File: src/pcg_params.svh
// Register offsets, field positions, reset values and fixed counts of the CRC generator.
`ifndef PCG_PARAMS_SVH
`define PCG_PARAMS_SVH

`define PCG_AW 4
`define PCG_OFF_CTL 4'h0
`define PCG_OFF_TAP 4'h4
`define PCG_OFF_DAT 4'h8

`define PCG_CTL_PLEN_MSB 3
`define PCG_CTL_GO 4
`define PCG_CTL_EMPTY 6
`define PCG_CTL_FULL 7
`define PCG_CTL_CNT_LSB 8
`define PCG_CTL_CNT_MSB 12
`define PCG_CTL_IDLE 13

`define PCG_PLEN_RST 4'h0
`define PCG_TAP_RST 16'h0000
`define PCG_TAP_MASK 16'hfffe
`define PCG_PLEN_NARROW_MAX 4'h7
`define PCG_DEPTH_WIDE 5'h08
`define PCG_DEPTH_NARROW 5'h10

`define PCG_RESP_OKAY 2'b00
`define PCG_RESP_SLVERR 2'b10

`endif

File: src/pcg_pkg.sv
// Types shared by the CRC generator modules.
package pcg_pkg;

  typedef logic [15:0] pcg_word_t;
  typedef logic [3:0] pcg_ptr_t;
  typedef logic [4:0] pcg_cnt_t;

  typedef enum logic {
    SH_IDLE,
    SH_RUN
  } pcg_sh_state_t;

endpackage : pcg_pkg

File: src/pcg_fifo_if.sv
// Write and read port bundle between the controller and the FIFO storage.
interface pcg_fifo_if;
  import pcg_pkg::*;

  logic we;
  pcg_ptr_t waddr;
  pcg_word_t wdata;
  pcg_ptr_t raddr;
  pcg_word_t rdata;

  modport mem (input we, input waddr, input wdata, input raddr, output rdata);
  modport ctl (output we, output waddr, output wdata, output raddr, input rdata);

endinterface : pcg_fifo_if

File: src/pcg_fifo_mem.sv
// Sixteen-word FIFO storage with a registered, write-through read port.
module pcg_fifo_mem
  import pcg_pkg::*;
(
  input wire logic clk_i,
  pcg_fifo_if.mem port
);

  pcg_word_t mem_q [16];
  pcg_word_t rdata_q;

  // The read address is the next read pointer, so the word under the shifter
  // is ready in the cycle it becomes current; a write to that very entry passes through.
  always_ff @(posedge clk_i) begin
    if (port.we) begin
      mem_q[port.waddr] <= port.wdata;
    end
    if (port.we && (port.waddr == port.raddr)) begin
      rdata_q <= port.wdata;
    end else begin
      rdata_q <= mem_q[port.raddr];
    end
  end

  assign port.rdata = rdata_q;

endmodule : pcg_fifo_mem

File: src/pcg_crc_engine.sv
// Programmable feedback shift register that takes one data bit per enabled cycle.
module pcg_crc_engine
  import pcg_pkg::*;
(
  input wire logic clk_i,
  input wire logic srst_i,
  input wire logic clr_i,
  input wire logic en_i,
  input wire logic bit_i,
  input wire logic [3:0] plen_i,
  input wire pcg_word_t taps_i,
  output pcg_word_t crc_o
);

  pcg_word_t crc_q;
  pcg_word_t crc_d;
  pcg_word_t poly;
  pcg_word_t width_mask;
  logic fb;

  assign width_mask = 16'hffff >> (4'hf - plen_i);
  assign poly = {taps_i[15:1], 1'b1};
  assign fb = bit_i ^ crc_q[plen_i];
  assign crc_d = ({crc_q[14:0], 1'b0} ^ ({16{fb}} & poly)) & width_mask;  // see

  always_ff @(posedge clk_i) begin
    if (srst_i || clr_i) begin
      crc_q <= 16'h0000;
    end else if (en_i) begin
      crc_q <= crc_d;
    end
  end

  assign crc_o = crc_q;

endmodule : pcg_crc_engine

File: src/pcg_top.sv
// CRC generator top: AXI4-Lite registers, input FIFO control and serial shifter.
//
// What this block does
// Taps and length come from software registers.
// Constant term and top term always applied.
// Taps 12 and 5, length 1111: degree sixteen.
// Software writes run bit to start shifting.
// FIFO depth eight above length seven, else sixteen.
// Byte writes accepted; narrow units written whole.
// Count increments when write reaches top byte.
// Shift while running and count nonzero; decrement.
// One clock per data bit.
// Full at depth, empty at zero count.
// Write while full wraps count, no interrupt.
// Interrupt when count falls from one to zero.
// Software prefills, then polls count before writing.
// Software flushes by running until empty.
// Software reads result only once empty.
// Software waits a cycle before reading count.
// Length field is degree minus one.
// Cleared run bit drains FIFO then stops.
// Sleep freezes the shifter in place; register writes and FIFO pushes still proceed.
// Idle-stop bit makes idle act as sleep.
// Bits above width ignored; MSB shifted first.
//
// The AXI4-Lite interface to the registers and the register offsets were decided locally.
`include "pcg_params.svh"

module pcg_top
  import pcg_pkg::*;
(
  input wire logic clk_i,
  input wire logic srst_i,
  input wire logic sleep_i,
  input wire logic idle_i,
  input wire logic [`PCG_AW-1:0] s_axi_awaddr,
  input wire logic s_axi_awvalid,
  output logic s_axi_awready,
  input wire logic [31:0] s_axi_wdata,
  input wire logic [3:0] s_axi_wstrb,
  input wire logic s_axi_wvalid,
  output logic s_axi_wready,
  output logic [1:0] s_axi_bresp,
  output logic s_axi_bvalid,
  input wire logic s_axi_bready,
  input wire logic [`PCG_AW-1:0] s_axi_araddr,
  input wire logic s_axi_arvalid,
  output logic s_axi_arready,
  output logic [31:0] s_axi_rdata,
  output logic [1:0] s_axi_rresp,
  output logic s_axi_rvalid,
  input wire logic s_axi_rready,
  output logic irq_o
);

  // ---------------------------------------------------------------------------
  // Power-state inputs
  // ---------------------------------------------------------------------------
  logic [1:0] sleep_sync_q;
  logic [1:0] idle_sync_q;
  logic freeze;
  logic idle_stop_q;

  always_ff @(posedge clk_i) begin
    if (srst_i) begin
      sleep_sync_q <= 2'b00;
      idle_sync_q <= 2'b00;
    end else begin
      sleep_sync_q <= {sleep_sync_q[0], sleep_i};
      idle_sync_q <= {idle_sync_q[0], idle_i};
    end
  end

  assign freeze = sleep_sync_q[1] || (idle_sync_q[1] && idle_stop_q);  // see

  // ---------------------------------------------------------------------------
  // AXI4-Lite write channel
  // ---------------------------------------------------------------------------
  logic aw_hold_q;
  logic w_hold_q;
  logic [`PCG_AW-1:0] aw_addr_q;
  logic [31:0] w_data_q;
  logic [3:0] w_strb_q;
  logic awready_q;
  logic wready_q;
  logic bvalid_q;
  logic [1:0] bresp_q;
  logic aw_take;
  logic w_take;
  logic wr_commit;
  logic aw_hold_d;
  logic w_hold_d;
  logic wr_ctl;
  logic wr_tap;
  logic wr_dat;
  logic wr_hit;

  assign aw_take = s_axi_awvalid && awready_q;
  assign w_take = s_axi_wvalid && wready_q;
  assign wr_commit = aw_hold_q && w_hold_q && !bvalid_q;
  assign aw_hold_d = aw_take || (aw_hold_q && !wr_commit);
  assign w_hold_d = w_take || (w_hold_q && !wr_commit);
  assign wr_ctl = wr_commit && (aw_addr_q == `PCG_OFF_CTL);
  assign wr_tap = wr_commit && (aw_addr_q == `PCG_OFF_TAP);
  assign wr_dat = wr_commit && (aw_addr_q == `PCG_OFF_DAT);
  assign wr_hit = wr_ctl || wr_tap || wr_dat;

  always_ff @(posedge clk_i) begin
    if (srst_i) begin
      aw_hold_q <= 1'b0;
      w_hold_q <= 1'b0;
      awready_q <= 1'b0;
      wready_q <= 1'b0;
      bvalid_q <= 1'b0;
      bresp_q <= `PCG_RESP_OKAY;
    end else begin
      aw_hold_q <= aw_hold_d;
      w_hold_q <= w_hold_d;
      awready_q <= !aw_hold_d;
      wready_q <= !w_hold_d;
      if (wr_commit) begin
        bvalid_q <= 1'b1;
        bresp_q <= wr_hit ? `PCG_RESP_OKAY : `PCG_RESP_SLVERR;
      end else if (s_axi_bready) begin
        bvalid_q <= 1'b0;
      end
    end
  end

  always_ff @(posedge clk_i) begin
    if (aw_take) begin
      aw_addr_q <= {s_axi_awaddr[`PCG_AW-1:2], 2'b00};
    end
    if (w_take) begin
      w_data_q <= s_axi_wdata;
      w_strb_q <= s_axi_wstrb;
    end
  end

  // ---------------------------------------------------------------------------
  // Control registers
  // ---------------------------------------------------------------------------
  logic [3:0] plen_q;
  logic go_q;
  pcg_word_t taps_q;

  always_ff @(posedge clk_i) begin
    if (srst_i) begin
      plen_q <= `PCG_PLEN_RST;
      go_q <= 1'b0;
      idle_stop_q <= 1'b0;
      taps_q <= `PCG_TAP_RST;
    end else begin
      if (wr_ctl && w_strb_q[0]) begin
        plen_q <= w_data_q[`PCG_CTL_PLEN_MSB:0];  // see
        go_q <= w_data_q[`PCG_CTL_GO];  // see
      end
      if (wr_ctl && w_strb_q[1]) begin
        idle_stop_q <= w_data_q[`PCG_CTL_IDLE];
      end
      if (wr_tap && w_strb_q[0]) begin
        taps_q[7:0] <= w_data_q[7:0] & 8'(`PCG_TAP_MASK);
      end
      if (wr_tap && w_strb_q[1]) begin
        taps_q[15:8] <= w_data_q[15:8];
      end
    end
  end

  // ---------------------------------------------------------------------------
  // FIFO bookkeeping
  // ---------------------------------------------------------------------------
  pcg_fifo_if fifo ();
  pcg_word_t stage_q;
  pcg_word_t stage_d;
  pcg_word_t width_mask;
  pcg_ptr_t wr_ptr_q;
  pcg_ptr_t rd_ptr_q;
  pcg_ptr_t rd_ptr_d;
  pcg_ptr_t ptr_mask;
  pcg_cnt_t cnt_q;
  pcg_cnt_t cnt_d;
  pcg_cnt_t depth;
  logic top_lane;
  logic push;
  logic pop;
  logic full;
  logic empty;
  logic wrap;

  assign depth = (plen_q > `PCG_PLEN_NARROW_MAX) ? `PCG_DEPTH_WIDE : `PCG_DEPTH_NARROW;
  assign ptr_mask = depth[3:0] - 4'h1;
  assign full = (cnt_q == depth);
  assign empty = (cnt_q == 5'h00);
  assign width_mask = 16'hffff >> (4'hf - plen_q);
  assign stage_d = {w_strb_q[1] ? w_data_q[15:8] : stage_q[15:8],
                    w_strb_q[0] ? w_data_q[7:0] : stage_q[7:0]};
  assign top_lane = plen_q[3] ? w_strb_q[1] : w_strb_q[0];
  assign push = wr_dat && top_lane;
  assign wrap = push && full;
  assign rd_ptr_d = wrap ? ((wr_ptr_q + 4'h1) & ptr_mask)
                  : pop ? ((rd_ptr_q + 4'h1) & ptr_mask) : rd_ptr_q;

  always_comb begin
    cnt_d = cnt_q;
    if (wrap) begin
      cnt_d = 5'h00;
    end else if (push && !pop) begin
      cnt_d = cnt_q + 5'h01;
    end else if (pop && !push) begin
      cnt_d = cnt_q - 5'h01;
    end
  end

  assign fifo.we = push;
  assign fifo.waddr = wr_ptr_q;
  assign fifo.wdata = stage_d & width_mask;
  assign fifo.raddr = rd_ptr_d;

  pcg_fifo_mem u_mem (
    .clk_i(clk_i),
    .port(fifo.mem)
  );

  always_ff @(posedge clk_i) begin
    if (srst_i) begin
      stage_q <= 16'h0000;
      wr_ptr_q <= 4'h0;
      rd_ptr_q <= 4'h0;
      cnt_q <= 5'h00;
    end else begin
      if (wr_dat) begin
        stage_q <= stage_d;
      end
      if (push) begin
        wr_ptr_q <= (wr_ptr_q + 4'h1) & ptr_mask;
      end
      rd_ptr_q <= rd_ptr_d;
      cnt_q <= cnt_d;
    end
  end

  // ---------------------------------------------------------------------------
  // Serial shifter
  // ---------------------------------------------------------------------------
  pcg_sh_state_t state_q;
  pcg_sh_state_t state_d;
  logic [3:0] bit_q;
  logic shift_en;
  logic irq_q;
  pcg_word_t crc;

  // Shifting pauses while frozen, so no bit and no count change is lost.
  assign shift_en = (state_q == SH_RUN) && !empty && !freeze && !wrap;  // see
  assign pop = shift_en && (bit_q == 4'h0);

  always_comb begin
    case (state_q)
      SH_IDLE: state_d = (go_q && !empty && !freeze) ? SH_RUN : SH_IDLE;
      SH_RUN: state_d = (!go_q && (cnt_d == 5'h00)) ? SH_IDLE : SH_RUN;
      default: state_d = SH_IDLE;
    endcase
  end

  always_ff @(posedge clk_i) begin
    if (srst_i) begin
      state_q <= SH_IDLE;
      bit_q <= 4'h0;
      irq_q <= 1'b0;
    end else begin
      state_q <= state_d;
      if (wrap || (state_q == SH_IDLE) || pop) begin
        bit_q <= plen_q;
      end else if (shift_en) begin
        bit_q <= bit_q - 4'h1;
      end
      irq_q <= pop && (cnt_q == 5'h01) && !push;
    end
  end

  pcg_crc_engine u_engine (
    .clk_i(clk_i),
    .srst_i(srst_i),
    .clr_i(wr_tap),
    .en_i(shift_en),
    .bit_i(fifo.rdata[bit_q]),
    .plen_i(plen_q),
    .taps_i(taps_q),
    .crc_o(crc)
  );

  // ---------------------------------------------------------------------------
  // AXI4-Lite read channel
  // ---------------------------------------------------------------------------
  logic arready_q;
  logic rvalid_q;
  logic [31:0] rdata_q;
  logic [1:0] rresp_q;
  logic ar_take;
  logic [`PCG_AW-1:0] ar_addr;
  logic [31:0] ctl_view;
  logic [31:0] rd_mux;
  logic rd_hit;

  assign ar_take = s_axi_arvalid && arready_q;
  assign ar_addr = {s_axi_araddr[`PCG_AW-1:2], 2'b00};
  assign ctl_view = {18'h00000, idle_stop_q, cnt_q, full, empty, 1'b0, go_q, plen_q};
  assign rd_hit = (ar_addr == `PCG_OFF_CTL) || (ar_addr == `PCG_OFF_TAP)
               || (ar_addr == `PCG_OFF_DAT);
  assign rd_mux = (ar_addr == `PCG_OFF_CTL) ? ctl_view
                : (ar_addr == `PCG_OFF_TAP) ? {16'h0000, taps_q}
                : (ar_addr == `PCG_OFF_DAT) ? {16'h0000, crc} : 32'h00000000;

  always_ff @(posedge clk_i) begin
    if (srst_i) begin
      arready_q <= 1'b0;
      rvalid_q <= 1'b0;
      rdata_q <= 32'h00000000;
      rresp_q <= `PCG_RESP_OKAY;
    end else begin
      arready_q <= !(ar_take || (rvalid_q && !s_axi_rready));
      if (ar_take) begin
        rvalid_q <= 1'b1;
        rdata_q <= rd_mux;
        rresp_q <= rd_hit ? `PCG_RESP_OKAY : `PCG_RESP_SLVERR;
      end else if (s_axi_rready) begin
        rvalid_q <= 1'b0;
      end
    end
  end

  assign s_axi_awready = awready_q;
  assign s_axi_wready = wready_q;
  assign s_axi_bvalid = bvalid_q;
  assign s_axi_bresp = bresp_q;
  assign s_axi_arready = arready_q;
  assign s_axi_rvalid = rvalid_q;
  assign s_axi_rdata = rdata_q;
  assign s_axi_rresp = rresp_q;
  assign irq_o = irq_q;

endmodule : pcg_top

File: config.mk
export PLATFORM = sky130hd
export DESIGN_NAME = pcg_top
export DESIGN_NICKNAME = d
export VERILOG_FILES = /design/src/pcg_pkg.sv /design/src/pcg_fifo_if.sv /design/src/pcg_fifo_mem.sv /design/src/pcg_crc_engine.sv /design/src/pcg_top.sv
export VERILOG_INCLUDE_DIRS = /design/src
export SDC_FILE = /design/constraint.sdc
export NUM_CORES = 1
export LEC_CHECK = 0
export BUFFER_PORTS_ARGS = -buffer_cell sky130_fd_sc_hd__buf_2
export CAP_MARGIN = 10
export CORE_MARGIN = 10
export CORE_UTILIZATION = 28
export CTS_CLUSTER_DIAMETER = 50
export DETAILED_ROUTE_END_ITERATION = 16
export GPL_ROUTABILITY_DRIVEN = 0
export GPL_TIMING_DRIVEN = 0
export PLACE_DENSITY_LB_ADDON = 0.1
export SYNTH_ARGS = -nofsm -noshare
export SYNTH_HDL_FRONTEND = slang
export SYNTH_SLANG_ARGS = --single-unit
File: constraint.sdc
create_clock -name clk_i -period 3.64 [get_ports clk_i]
set_input_delay 0.364 -clock clk_i [delete_from_list [all_inputs] [get_ports clk_i]]
set_output_delay 0.364 -clock clk_i [all_outputs]
set_load 0.02 [all_outputs]
==> flow_summary_export.csv, run 1 <==
group,metric,value,unit
outcome,status,"finished, final reports clean",
synthesis,synth-xor-area-share,0.4367,%
pwr,p_per_area,493.5,nW/µm²
global_routing,grt_max_degree,20,
synthesis,synthCells,1161,
route,drt-pass1-iter-count,5,
place,io_buffers,52,
setup_path,crit_slowest_cell,"mux4_2",
layout,drive_above_1_share,22.21,%
route,drc,0,
timing,fmax,286.4,MHz
synthesis,yosys.area_share.simple,11.71,%
timing,setup_viol,0,
global_routing,antenna_found_initial,2,
cts,cts.clk_slew.worst_paths,60,ps
layout,area_growth_syn_to_layout,24.47,%
hold_path,hold_start,"s_axi_bready",
layout,multiInputGateArea,5472,µm²
cts,clock_latency,580,ps
synthesis,ys.flop_type,"edfxtp_1",
floorplan,dieArea,67280,µm²
cts,cts_sinks,381,
cts,cts_tree,"built",
job,drv_cap,0,
synthesis,synthMuxAreaShare,12.99,%
layout,final-instance-count-excl-fill,2135,
layout,layout_common_cells,"edfxtp_1, dfxtp_1, nand2_1, nor2_1, a21oi_1",
synthesis,synth_top_area_cell,"edfxtp_1",
setup_path,r2r_end,"u_engine.crc_o[11]",
cts,root_buffer,"clkbuf_16",
setup_path,cp.required,4160,ps
synthesis,synth_top_family_by_area,"multiplexers",
synthesis,synth_top_area_share,51.66,%
hold_path,hold_path.class,"input pin to register",
timing,fin_crit,3491,ps
setup_path,crit_top_cell,"mux4_2",
setup_path,startpoint_type,"register",
timing,setup_ws,148.7,ps
setup_path,r2r_cells,11,
setup_path,cp.arrival,4010,ps
layout,layout_commonest_cell,"edfxtp_1",
setup_path,cp_max_fo,10,
floorplan,die_w,259.4,µm
global_routing,grt_overflow,0,
setup_path,worst-setup-path-type,"register to register",
setup_path,reg2reg_slack,150,ps
synthesis,synth.area.top_cells,"edfxtp_1, dfxtp_1, mux4_2, mux2i_1, nand2_1",
pwr,total_power,9.855,mW
layout,nets,1401,
hold_path,whs_endpoint,"s_axi_bvalid",
floorplan,fp.coreArea,56600,µm²
hold_path,hold_depth,3,
synthesis,synth_edf_count,276,
route,dr.first_iter.drc_count,778,
place,hpwl,34.70,mm
timing,finalHoldViolations,0,
route,routed-via-count,10463,
cts,numCtsBuffers,50,
route,drt-total-wl,49.98,mm
setup_path,max_stage_delay,530,ps
global_routing,grt_pass1_vias,10547,
synthesis,synth.avg_cell_area,13.82,µm²
route,ant_nets,0,
synthesis,yosysWarnings,0,
timing,relSlewSlack,24.62,%
synthesis,syn-cell-area,16040,µm²
synthesis,synth_seq_cells,381,
synthesis,ys_types,65,
floorplan,initial_core_util,28.34,%
timing,max_slew.worst_pin.slew,1127,ps
pwr,peakVddDrop,0.0003475,V
cts,h-tree-depth,2,
synthesis,ys_seq_area_share,64.76,%
setup_path,end_kind,"register",
place,numPlacedInstances,2006,
pwr,leakagePower,6.595,nW
layout,seqCellArea,10390,µm²
timing,fin_crit_sh,95.92,%
floorplan,rows,87,
synthesis,synthArstFlopShare,0,%
synthesis,synth_compound_area_share,6.340,%
cts,cts_buffer_depth,3,
synthesis,synth_fa_ha_area_share,0.8578,%
global_routing,grt_pass1_wl,73.08,mm
layout,fillCellCount,5536,
setup_path,crit_chain,"buf_12 > mux4_2 > mux4_2 > mux2_2 > a211oi_2 > a211oi_1 > a31oi_4 > xnor2_2 > buf_4 > or4b_1 > nand3_1",
timing,finClkSkew,22.32,ps
route,viasPerCell,4.901,
layout,fin_area,19970,µm²
floorplan,ioPinCount,95,
timing,slew_viol_final,0,
place,postPlaceCellArea,17700,µm²
route,wl_per_cell,23.41,µm
floorplan,die_h,259.4,µm
place,dp_slack,-964.4,ps
timing,whs,54.75,ps
global_routing,track_usage,14.69,%
==> flip-flops by register name (all words and copies together), names as in the netlist, 2 cells and up, named ones only <==
register / cells
cnt_q: 5
taps_q: 15
w_strb_q: 2
s_axi_rdata: 16
idle_sync_q: 2
fifo.waddr: 4
sleep_sync_q: 2
bit_q: 4
u_mem.mem_q: 256
aw_addr_q: 2
w_data_q: 16
plen_q: 4
u_engine.crc_o: 16
stage_q: 16
rd_ptr_q: 4
==> power by group <==
part | internal, mW | switching [mW] | total (mW)
Sequential | 4.64 | 0.0294 | 4.67
Combinational | 0.0982 | 0.161 | 0.259
Clock | 3.00 | 1.93 | 4.93
Total | 7.74 | 2.12 | 9.86
==> kinds of logic after synthesis <==
kind of cell,Yosys count
flops,381
simple gates,373
compound gates,158
mux,131
buf+inv,98
fa+ha+maj,11
xor+xnor,8
other cells,1
==> area by class of cell <==
class | count | area share (%)
flip-flops and latches | 381 | 52.04
multi-input cells | 699 | 27.40
clock buffers | 60 | 6.560
repair buffers | 109 | 4.762
well taps | 756 | 4.737
plain buffers | 82 | 2.500
clock inverters | 33 | 1.729
inverters | 14 | 0.2631
diodes | 1 | 0.01253
==> Yosys cell counts (all sizes together) (5+ instances only) <==
cell type / number
nor3: 31
o211ai: 6
nand3: 59
nand2b: 7
or4b: 5
a22oi: 14
a211o: 5
o21ai: 11
ha: 11
nor3b: 6
a21oi: 70
nor2: 88
clkbuf: 49
mux2i: 62
inv: 12
buf: 35
mux2: 8
dfxtp: 105
a211oi: 12
nand4b: 13
nor2b: 22
nand2: 95
nor4b: 16
edfxtp: 276
and2: 10
mux4: 61
o22ai: 5
==> per-layer routing <==
metal / global-route usage (%) / wire, µm / vias up
met5: 0 / 0 / -
met4: 3.866 / 1200 / 0
met3: 3.003 / 2565 / 79
met2: 22.56 / 22530 / 273
met1: 20.70 / 23680 / 5310
li1: - / - / 4801
==> through the flow <==
step / setup TNS, ps / util, %
3_5_place_dp: -133280 / 31.27
6_report: 0 / 35.28
4_1_cts: 0 / 34.95
5_1_grt: -2.743 / 35.28
3_3_place_gp: -511730 / 30.59
2_1_floorplan: 0 / -
==> worst max-delay path: cells and delay by family (launching register included) <==
kind | cells | cell delay [ps]
AND/OR/NAND/NOR | 2 | 610
XOR/XNOR | 1 | 110
buffers and inverters | 2 | 380
flip-flops | 1 | 390
multiplexers | 3 | 1360
AO/OA/AOI/OAI | 3 | 590
==> how the worst max path moves through the flow <==
stage	from	endpoint	slack (ps)	cells after the start
final	register	u_engine.crc_o[11]	150	11
after global routing	register	u_engine.crc_o[11]	-3	13
after CTS	register	u_engine.crc_o[11]	5	13
after detailed placement	register	u_engine.crc_o[11]	-960	13
after global placement	s_axi_bvalid	u_mem.mem_q[3][7]	-2980	6
after floorplan	s_axi_bvalid	u_mem.mem_q[3][0]	20	6
==> repair_timing <==
| action | in CTS | in global routing |
|---|---|---|
| hold buffers | 22 | 0 |
| cloned | 0 | 0 |
| buffers inserted | 5 | 8 |
| gates resized for setup | 39 | 28 |
| endpoints found under the setup margin | 281 | 195 |
| hold endpoints to repair | 22 | 0 |
| pin swaps | 6 | 4 |
Note: power is estimated with default switching activity, not from simulation.
==> inputs of run 2 (changes only) <==
--- a/config.mk
+++ b/config.mk
@@ -11,3 +11,3 @@
 export CORE_MARGIN = 10
-export CORE_UTILIZATION = 28
+export CORE_UTILIZATION = 40
 export CTS_CLUSTER_DIAMETER = 50
==> constraint.sdc (replaced) <==
create_clock -name clk_i -period 3.64 [get_ports clk_i]
set_input_delay 0.728 -clock clk_i [delete_from_list [all_inputs] [get_ports clk_i]]
set_output_delay 0.728 -clock clk_i [all_outputs]
set_load 0.02 [all_outputs]
==> run 2 against run 1 <==
Compared with the run above: via count shrank 1.1%; flip-flop and latch count unchanged; worst setup slack worse by 11 ps; critical path depth did not move; maximum frequency fell by 0.32%; sequential share of layout area is 2.5 points higher; hold slack better by 270 ps; critical endpoint is now u_engine.crc_o[6]; highest routed layer unchanged.
==> flow_summary_export.csv, run 2 (same netlist as run 1, synthesis figures left out) <==
group,metric,value,unit
global_routing,track_usage,18.57,%
cts,root_buffer,"clkbuf_16",
timing,finClkSkew,20.43,ps
timing,finalHoldViolations,0,
cts,cts_buffer_depth,3,
pwr,leakagePower,6.353,nW
setup_path,cp_max_fo,10,
global_routing,antenna_found_initial,0,
timing,max_slew.worst_pin.slew,1202,ps
global_routing,grt_pass1_vias,10300,
layout,layout_common_cells,"edfxtp_1, dfxtp_1, nand2_1, nor2_1, a21oi_1",
timing,rsz0062_at_grt,"false",
route,wl_met2,21.22,mm
route,drt-pass1-iter-count,5,
route,dr.first_iter.drc_count,762,
timing,fin_crit_sh,96.22,%
place,io_buffers,52,
cts,cts_sinks,381,
setup_path,r2r_end,"u_engine.crc_o[6]",
cts,cts_tree,"built",
pwr,peakVddDrop,0.0003496,V
layout,diodes,0,
route,routed.top_layer,"met4",
layout,nets,1371,
setup_path,startpoint_type,"register",
pwr,p_per_area,482.0,nW/µm²
floorplan,rows,73,
floorplan,fp.coreArea,39730,µm²
layout,regMostFlops,"u_mem.mem_q",
timing,relSlewSlack,19.58,%
setup_path,cp.arrival,4020,ps
hold_path,hold_path.class,"input pin to register",
place,hpwl,32.22,mm
route,wl_per_cell,24.24,µm
cts,holdBufCountCts,0,
cts,cts.clk_slew.worst_paths,60,ps
setup_path,cp.required,4160,ps
global_routing,grt_max_degree,20,
floorplan,initial_core_util,40.38,%
timing,slew_viol_final,0,
timing,setup_viol,0,
timing,fin_crit,3502,ps
cts,clock_latency,570,ps
outcome,status,"finished, final reports clean",
global_routing,grt_pass1_wl,67.09,mm
layout,largest_reg_flops,256,
floorplan,die_h,220.3,µm
route,viasPerCell,5.545,
timing,whs,328.7,ps
route,wl_met1,20.70,mm
setup_path,reg2reg_slack,140,ps
layout,seqCellArea,10400,µm²
timing,fmax,285.5,MHz
setup_path,end_kind,"register",
hold_path,hold_depth,1,
route,drt-total-wl,45.23,mm
hold_path,hold_start,"s_axi_wdata[10]",
layout,multiInputGateArea,5411,µm²
floorplan,dieArea,48520,µm²
setup_path,r2r_cells,11,
global_routing,grt_overflow,0,
layout,area_growth_syn_to_layout,18.76,%
route,drc,0,
timing,tns,0,ps
layout,layout_commonest_cell,"edfxtp_1",
setup_path,endpoint,"u_engine.crc_o[6]",
route,route.met3.wl,2.325,mm
route,ant_nets,0,
cts,numCtsBuffers,44,
layout,fillCellCount,3562,
floorplan,die_w,220.3,µm
floorplan,ioPinCount,95,
setup_path,worst-setup-path-type,"register to register",
job,drv_cap,0,
layout,drive_above_1_share,21.33,%
route,routed-via-count,10347,
cts,h-tree-depth,2,
==> run 2: cell count changes in the layout (fill, tap and decap cells not counted), sizes merged <==
cell and delta:
inv -2, clkinvlp +3, dlygate4sd3 -22, clkbuf -5
diode -1, clkinv -8, bufinv -3
==> run 2: worst min path at each step <==
| stage | to | slack [ps] |
|---|---|---|
| floorplan | idle_sync_q[1] | 410 |
| global placement | sleep_sync_q[1] | 440 |
| detailed placement | idle_sync_q[1] | 440 |
| CTS | w_data_q[10] | 310 |
| global route | w_strb_q[1] | 310 |
| finish | w_data_q[10] | 330 |
==> run 2: area by class of cell <==
type                       count  share of cell area (%)
tap                          525                   3.448
inverter                      14                  0.2758
clock inverter                23                   1.175
clock buffer                  57                   6.193
sequential                   381                   54.56
buffer                        82                   2.614
timing repair buffer          85                   3.336
multi-input combinational    699                   28.40
==> run 2: critical path, cell delays in order, from the launching register on <==
cell and delay, ps:
dfxtp_4 380, buf_12 160, mux4_2 530, mux4_2 520
mux2_2 320, a211oi_2 230, a211oi_1 80, a31oi_2 310
xnor2_2 110, buf_4 200, or4b_1 520, nand3_1 80
==> run 2: layer usage <==
layer	vias up	global-route usage, %
li1	4719	-
met1	5263	25.89
met2	298	29.31
met3	67	3.154
met4	0	5.501
met5	-	0
==> run 2: stage by stage <==
step / power [mW] / area (µm²) / utilization, % / setup WS [ps] / instances
floorplan: 4.900 / 16110 / - / 21.46 / 1178
global placement: 4.988 / 17030 / 42.85 / -2579 / 1755
detailed placement: 4.989 / 17390 / 43.77 / -891.0 / 1778
CTS: 9.266 / 18920 / 47.63 / 15.96 / 1858
global route: 9.477 / 19050 / 47.95 / 10.52 / 1866
finish: 9.183 / 19050 / 47.95 / 137.5 / 1866
==> run 2: where the power goes <==
part	internal (mW)	total, mW	switching [mW]
sequential	4.64	4.67	0.0317
clock	2.51	4.28	1.77
combinational	0.0817	0.234	0.152
==> run 2: repair_timing <==
item / 4_1_cts / 5_1_grt
resized for setup: 36 / 19
buffers inserted: 1 / 6
pin swaps: 2 / 3
endpoints found under the setup margin: 274 / 114
==> inputs of run 3 (changes only) <==
CTS_BUF_LIST = sky130_fd_sc_hd__clkbuf_2   (was not set)
==> run 3 against run 2 <==
Compared with the run above: sequential share of layout area up 0.74 points; non-clock buffer count grew 30; register-to-register slack lost 30 ps; critical path type unchanged; largest power group unchanged.
==> flow_summary_export.csv, run 3 (same netlist as run 1, synthesis figures left out) <==
group,metric,value,unit
outcome,status,"finished, final reports clean",
timing,setup_viol,0,
route,drc,0,
floorplan,die_h,220.3,µm
timing,fmax,282.9,MHz
hold_path,hold_start,"s_axi_araddr[2]",
cts,cts_buffer_depth,3,
pwr,clock_power_share,35.9,%
pwr,p_per_area,407.8,nW/µm²
floorplan,die_w,220.3,µm
floorplan,fp.coreArea,39730,µm²
layout,drive_above_1_share,25.67,%
global_routing,grt_max_degree,20,
timing,finClkSkew,74.59,ps
layout,final-instance-count-excl-fill,1987,
route,routed.top_layer,"met4",
place,numPlacedInstances,1778,
pwr,netSwitchingFraction,24.96,%
route,wl_per_cell,23.06,µm
setup_path,max_stage_delay,530,ps
hold_path,hold_path.class,"input pin to register",
route,route.met3.wl,2.845,mm
cts,root_buffer,"clkbuf_2",
setup_path,critical_path.top_delay_family,"multiplexers",
setup_path,crit_chain,"buf_12 > mux4_2 > mux4_2 > mux2_2 > a211oi_2 > a211oi_1 > a31oi_2 > xnor2_2 > buf_4 > or4b_1 > nand3_1",
floorplan,initial_core_util,40.38,%
timing,fin_crit_sh,97.10,%
setup_path,reg2reg_slack,110,ps
timing,finalHoldViolations,0,
global_routing,grt_pass1_vias,10851,
setup_path,crit_top_cell,"mux4_2",
timing,tns,0,ps
timing,relSlewSlack,18.11,%
setup_path,critPathBufInv,2,
timing,slew_viol_final,0,
route,routed-via-count,10868,
layout,area_growth_syn_to_layout,17.17,%
setup_path,crit_slowest_cell,"mux4_2",
floorplan,ioPinCount,95,
pwr,total_power,7.667,mW
layout,fin_area,18800,µm²
timing,max_slew.worst_pin.slew,1224,ps
route,wl_met2,21.62,mm
cts,cts.clk_slew.worst_paths,90,ps
route,ant_nets,0,
pwr,p_comb_share,3.4,%
route,viasPerCell,5.470,
timing,rsz0062_at_grt,"true",
setup_path,cp.required,4540,ps
pwr,p_sw,1.914,mW
setup_path,worst-setup-path-type,"register to register",
pwr,p_int,5.753,mW
global_routing,antenna_found_initial,1,
cts,h-tree-depth,3,
hold_path,hold_depth,4,
layout,regMostFlops,"u_mem.mem_q",
cts,clock_latency,1020,ps
setup_path,end_kind,"register",
route,wl_met1,20.40,mm
setup_path,cp_max_fo,10,
floorplan,rows,73,
cts,cts_tree,"built",
global_routing,grt_overflow,0,
place,postPlaceCellArea,17390,µm²
pwr,leakagePower,6.444,nW
route,drt-pass1-iter-count,5,
setup_path,cp.arrival,4430,ps
place,hpwl,32.22,mm
setup_path,r2r_cells,11,
layout,layout_common_cells,"edfxtp_1, clkbuf_2, dfxtp_1, nand2_1, nor2_1",
layout,nets,1456,
layout,largest_reg_flops,256,
setup_path,r2r_end,"u_engine.crc_o[5]",
layout,layout_commonest_cell,"edfxtp_1",
job,drv_cap,0,
layout,fillCellCount,3634,
global_routing,grt_pass1_wl,68.33,mm
route,dr.first_iter.drc_count,748,
setup_path,startpoint_type,"register",
timing,fin_crit,3534,ps
pwr,peakVddDrop,0.0002195,V
setup_path,path_depth,11,
floorplan,dieArea,48520,µm²
place,io_buffers,52,
global_routing,track_usage,18.94,%
layout,final_util,47.32,%
cts,numCtsBuffers,99,
route,drt-total-wl,45.82,mm
cts,cts_sinks,381,
hold_path,whs_endpoint,"s_axi_rdata[2]",
pwr,pwr-share-seq,60.7,%
run 3: cell count changes in the layout (fill, tap and decap cells not counted), sizes merged:
cell,previous run,this run
clkinv,15,29
dlygate4sd3,0,25
bufinv,3,0
clkbuf,104,184
clkinvlp,5,1
inv,14,17
buf,120,125
diode,0,1
run 3: cell type report:
cell class                      instances  area [µm²]  area share, %
Clock buffer                          137       685.7          3.647
Buffer                                 82       494.2          2.629
Antenna cell                            1       2.502        0.01331
Tap cell                              525       656.9          3.494
Inverter                               14       52.55         0.2795
Timing Repair Buffer                  115       923.4          4.912
Multi-Input combinational cell        699        5446          28.97
Clock inverter                         33       142.6         0.7587
Sequential cell                       381       10400          55.29
run 3: worst reg2reg max path, cell delays in order, from the launching register on:
cell	delay, ps
dfxtp_4	390
buf_12	160
mux4_2	540
mux4_2	530
mux2_2	320
a211oi_2	240
a211oi_1	80
a31oi_2	320
xnor2_2	110
buf_4	200
or4b_1	510
nand3_1	70
run 3: power by group through the flow:
stage,combinational [mW],clock [mW],sequential (mW)
after global placement,0.233,0,4.76
after detailed placement,0.234,0,4.76
after global routing,0.284,3.12,4.66
after CTS,0.255,2.87,4.66
after floorplan,0.138,0,4.76
final,0.258,2.75,4.66
run 3: timing repair:
action | in CTS | in global routing
hold endpoints to repair | 26 | 0
pin swaps | 2 | 3
hold buffers | 25 | 0
gates resized for setup | 37 | 21
endpoints found under the setup margin | 277 | 135
buffers inserted | 1 | 12
run 3: worst max-delay path by stage:
stage	from	end
6_report	register	u_engine.crc_o[5]
5_1_grt	s_axi_bvalid	bit_q[2]
4_1_cts	s_axi_bvalid	u_mem.mem_q[7][2]
3_5_place_dp	register	u_engine.crc_o[6]
3_3_place_gp	s_axi_bvalid	u_mem.mem_q[0][2]
2_1_floorplan	s_axi_bvalid	u_mem.mem_q[3][0]
run 3: metal layers:
metal,global-route usage [%],vias up
met4,6.505,0
met5,0,-
met3,4.042,73
li1,-,4957
met2,29.90,345
met1,25.53,5493
run 3: metrics by stage:
stage / setup WS [ps] / hold slack (ps)
finish: 105.7 / 218.5
global route: -16.14 / 194.2
CTS: -2.668 / 143.4
detailed placement: -891.0 / 438.4
global placement: -2579 / 438.9
floorplan: 21.46 / 413.8
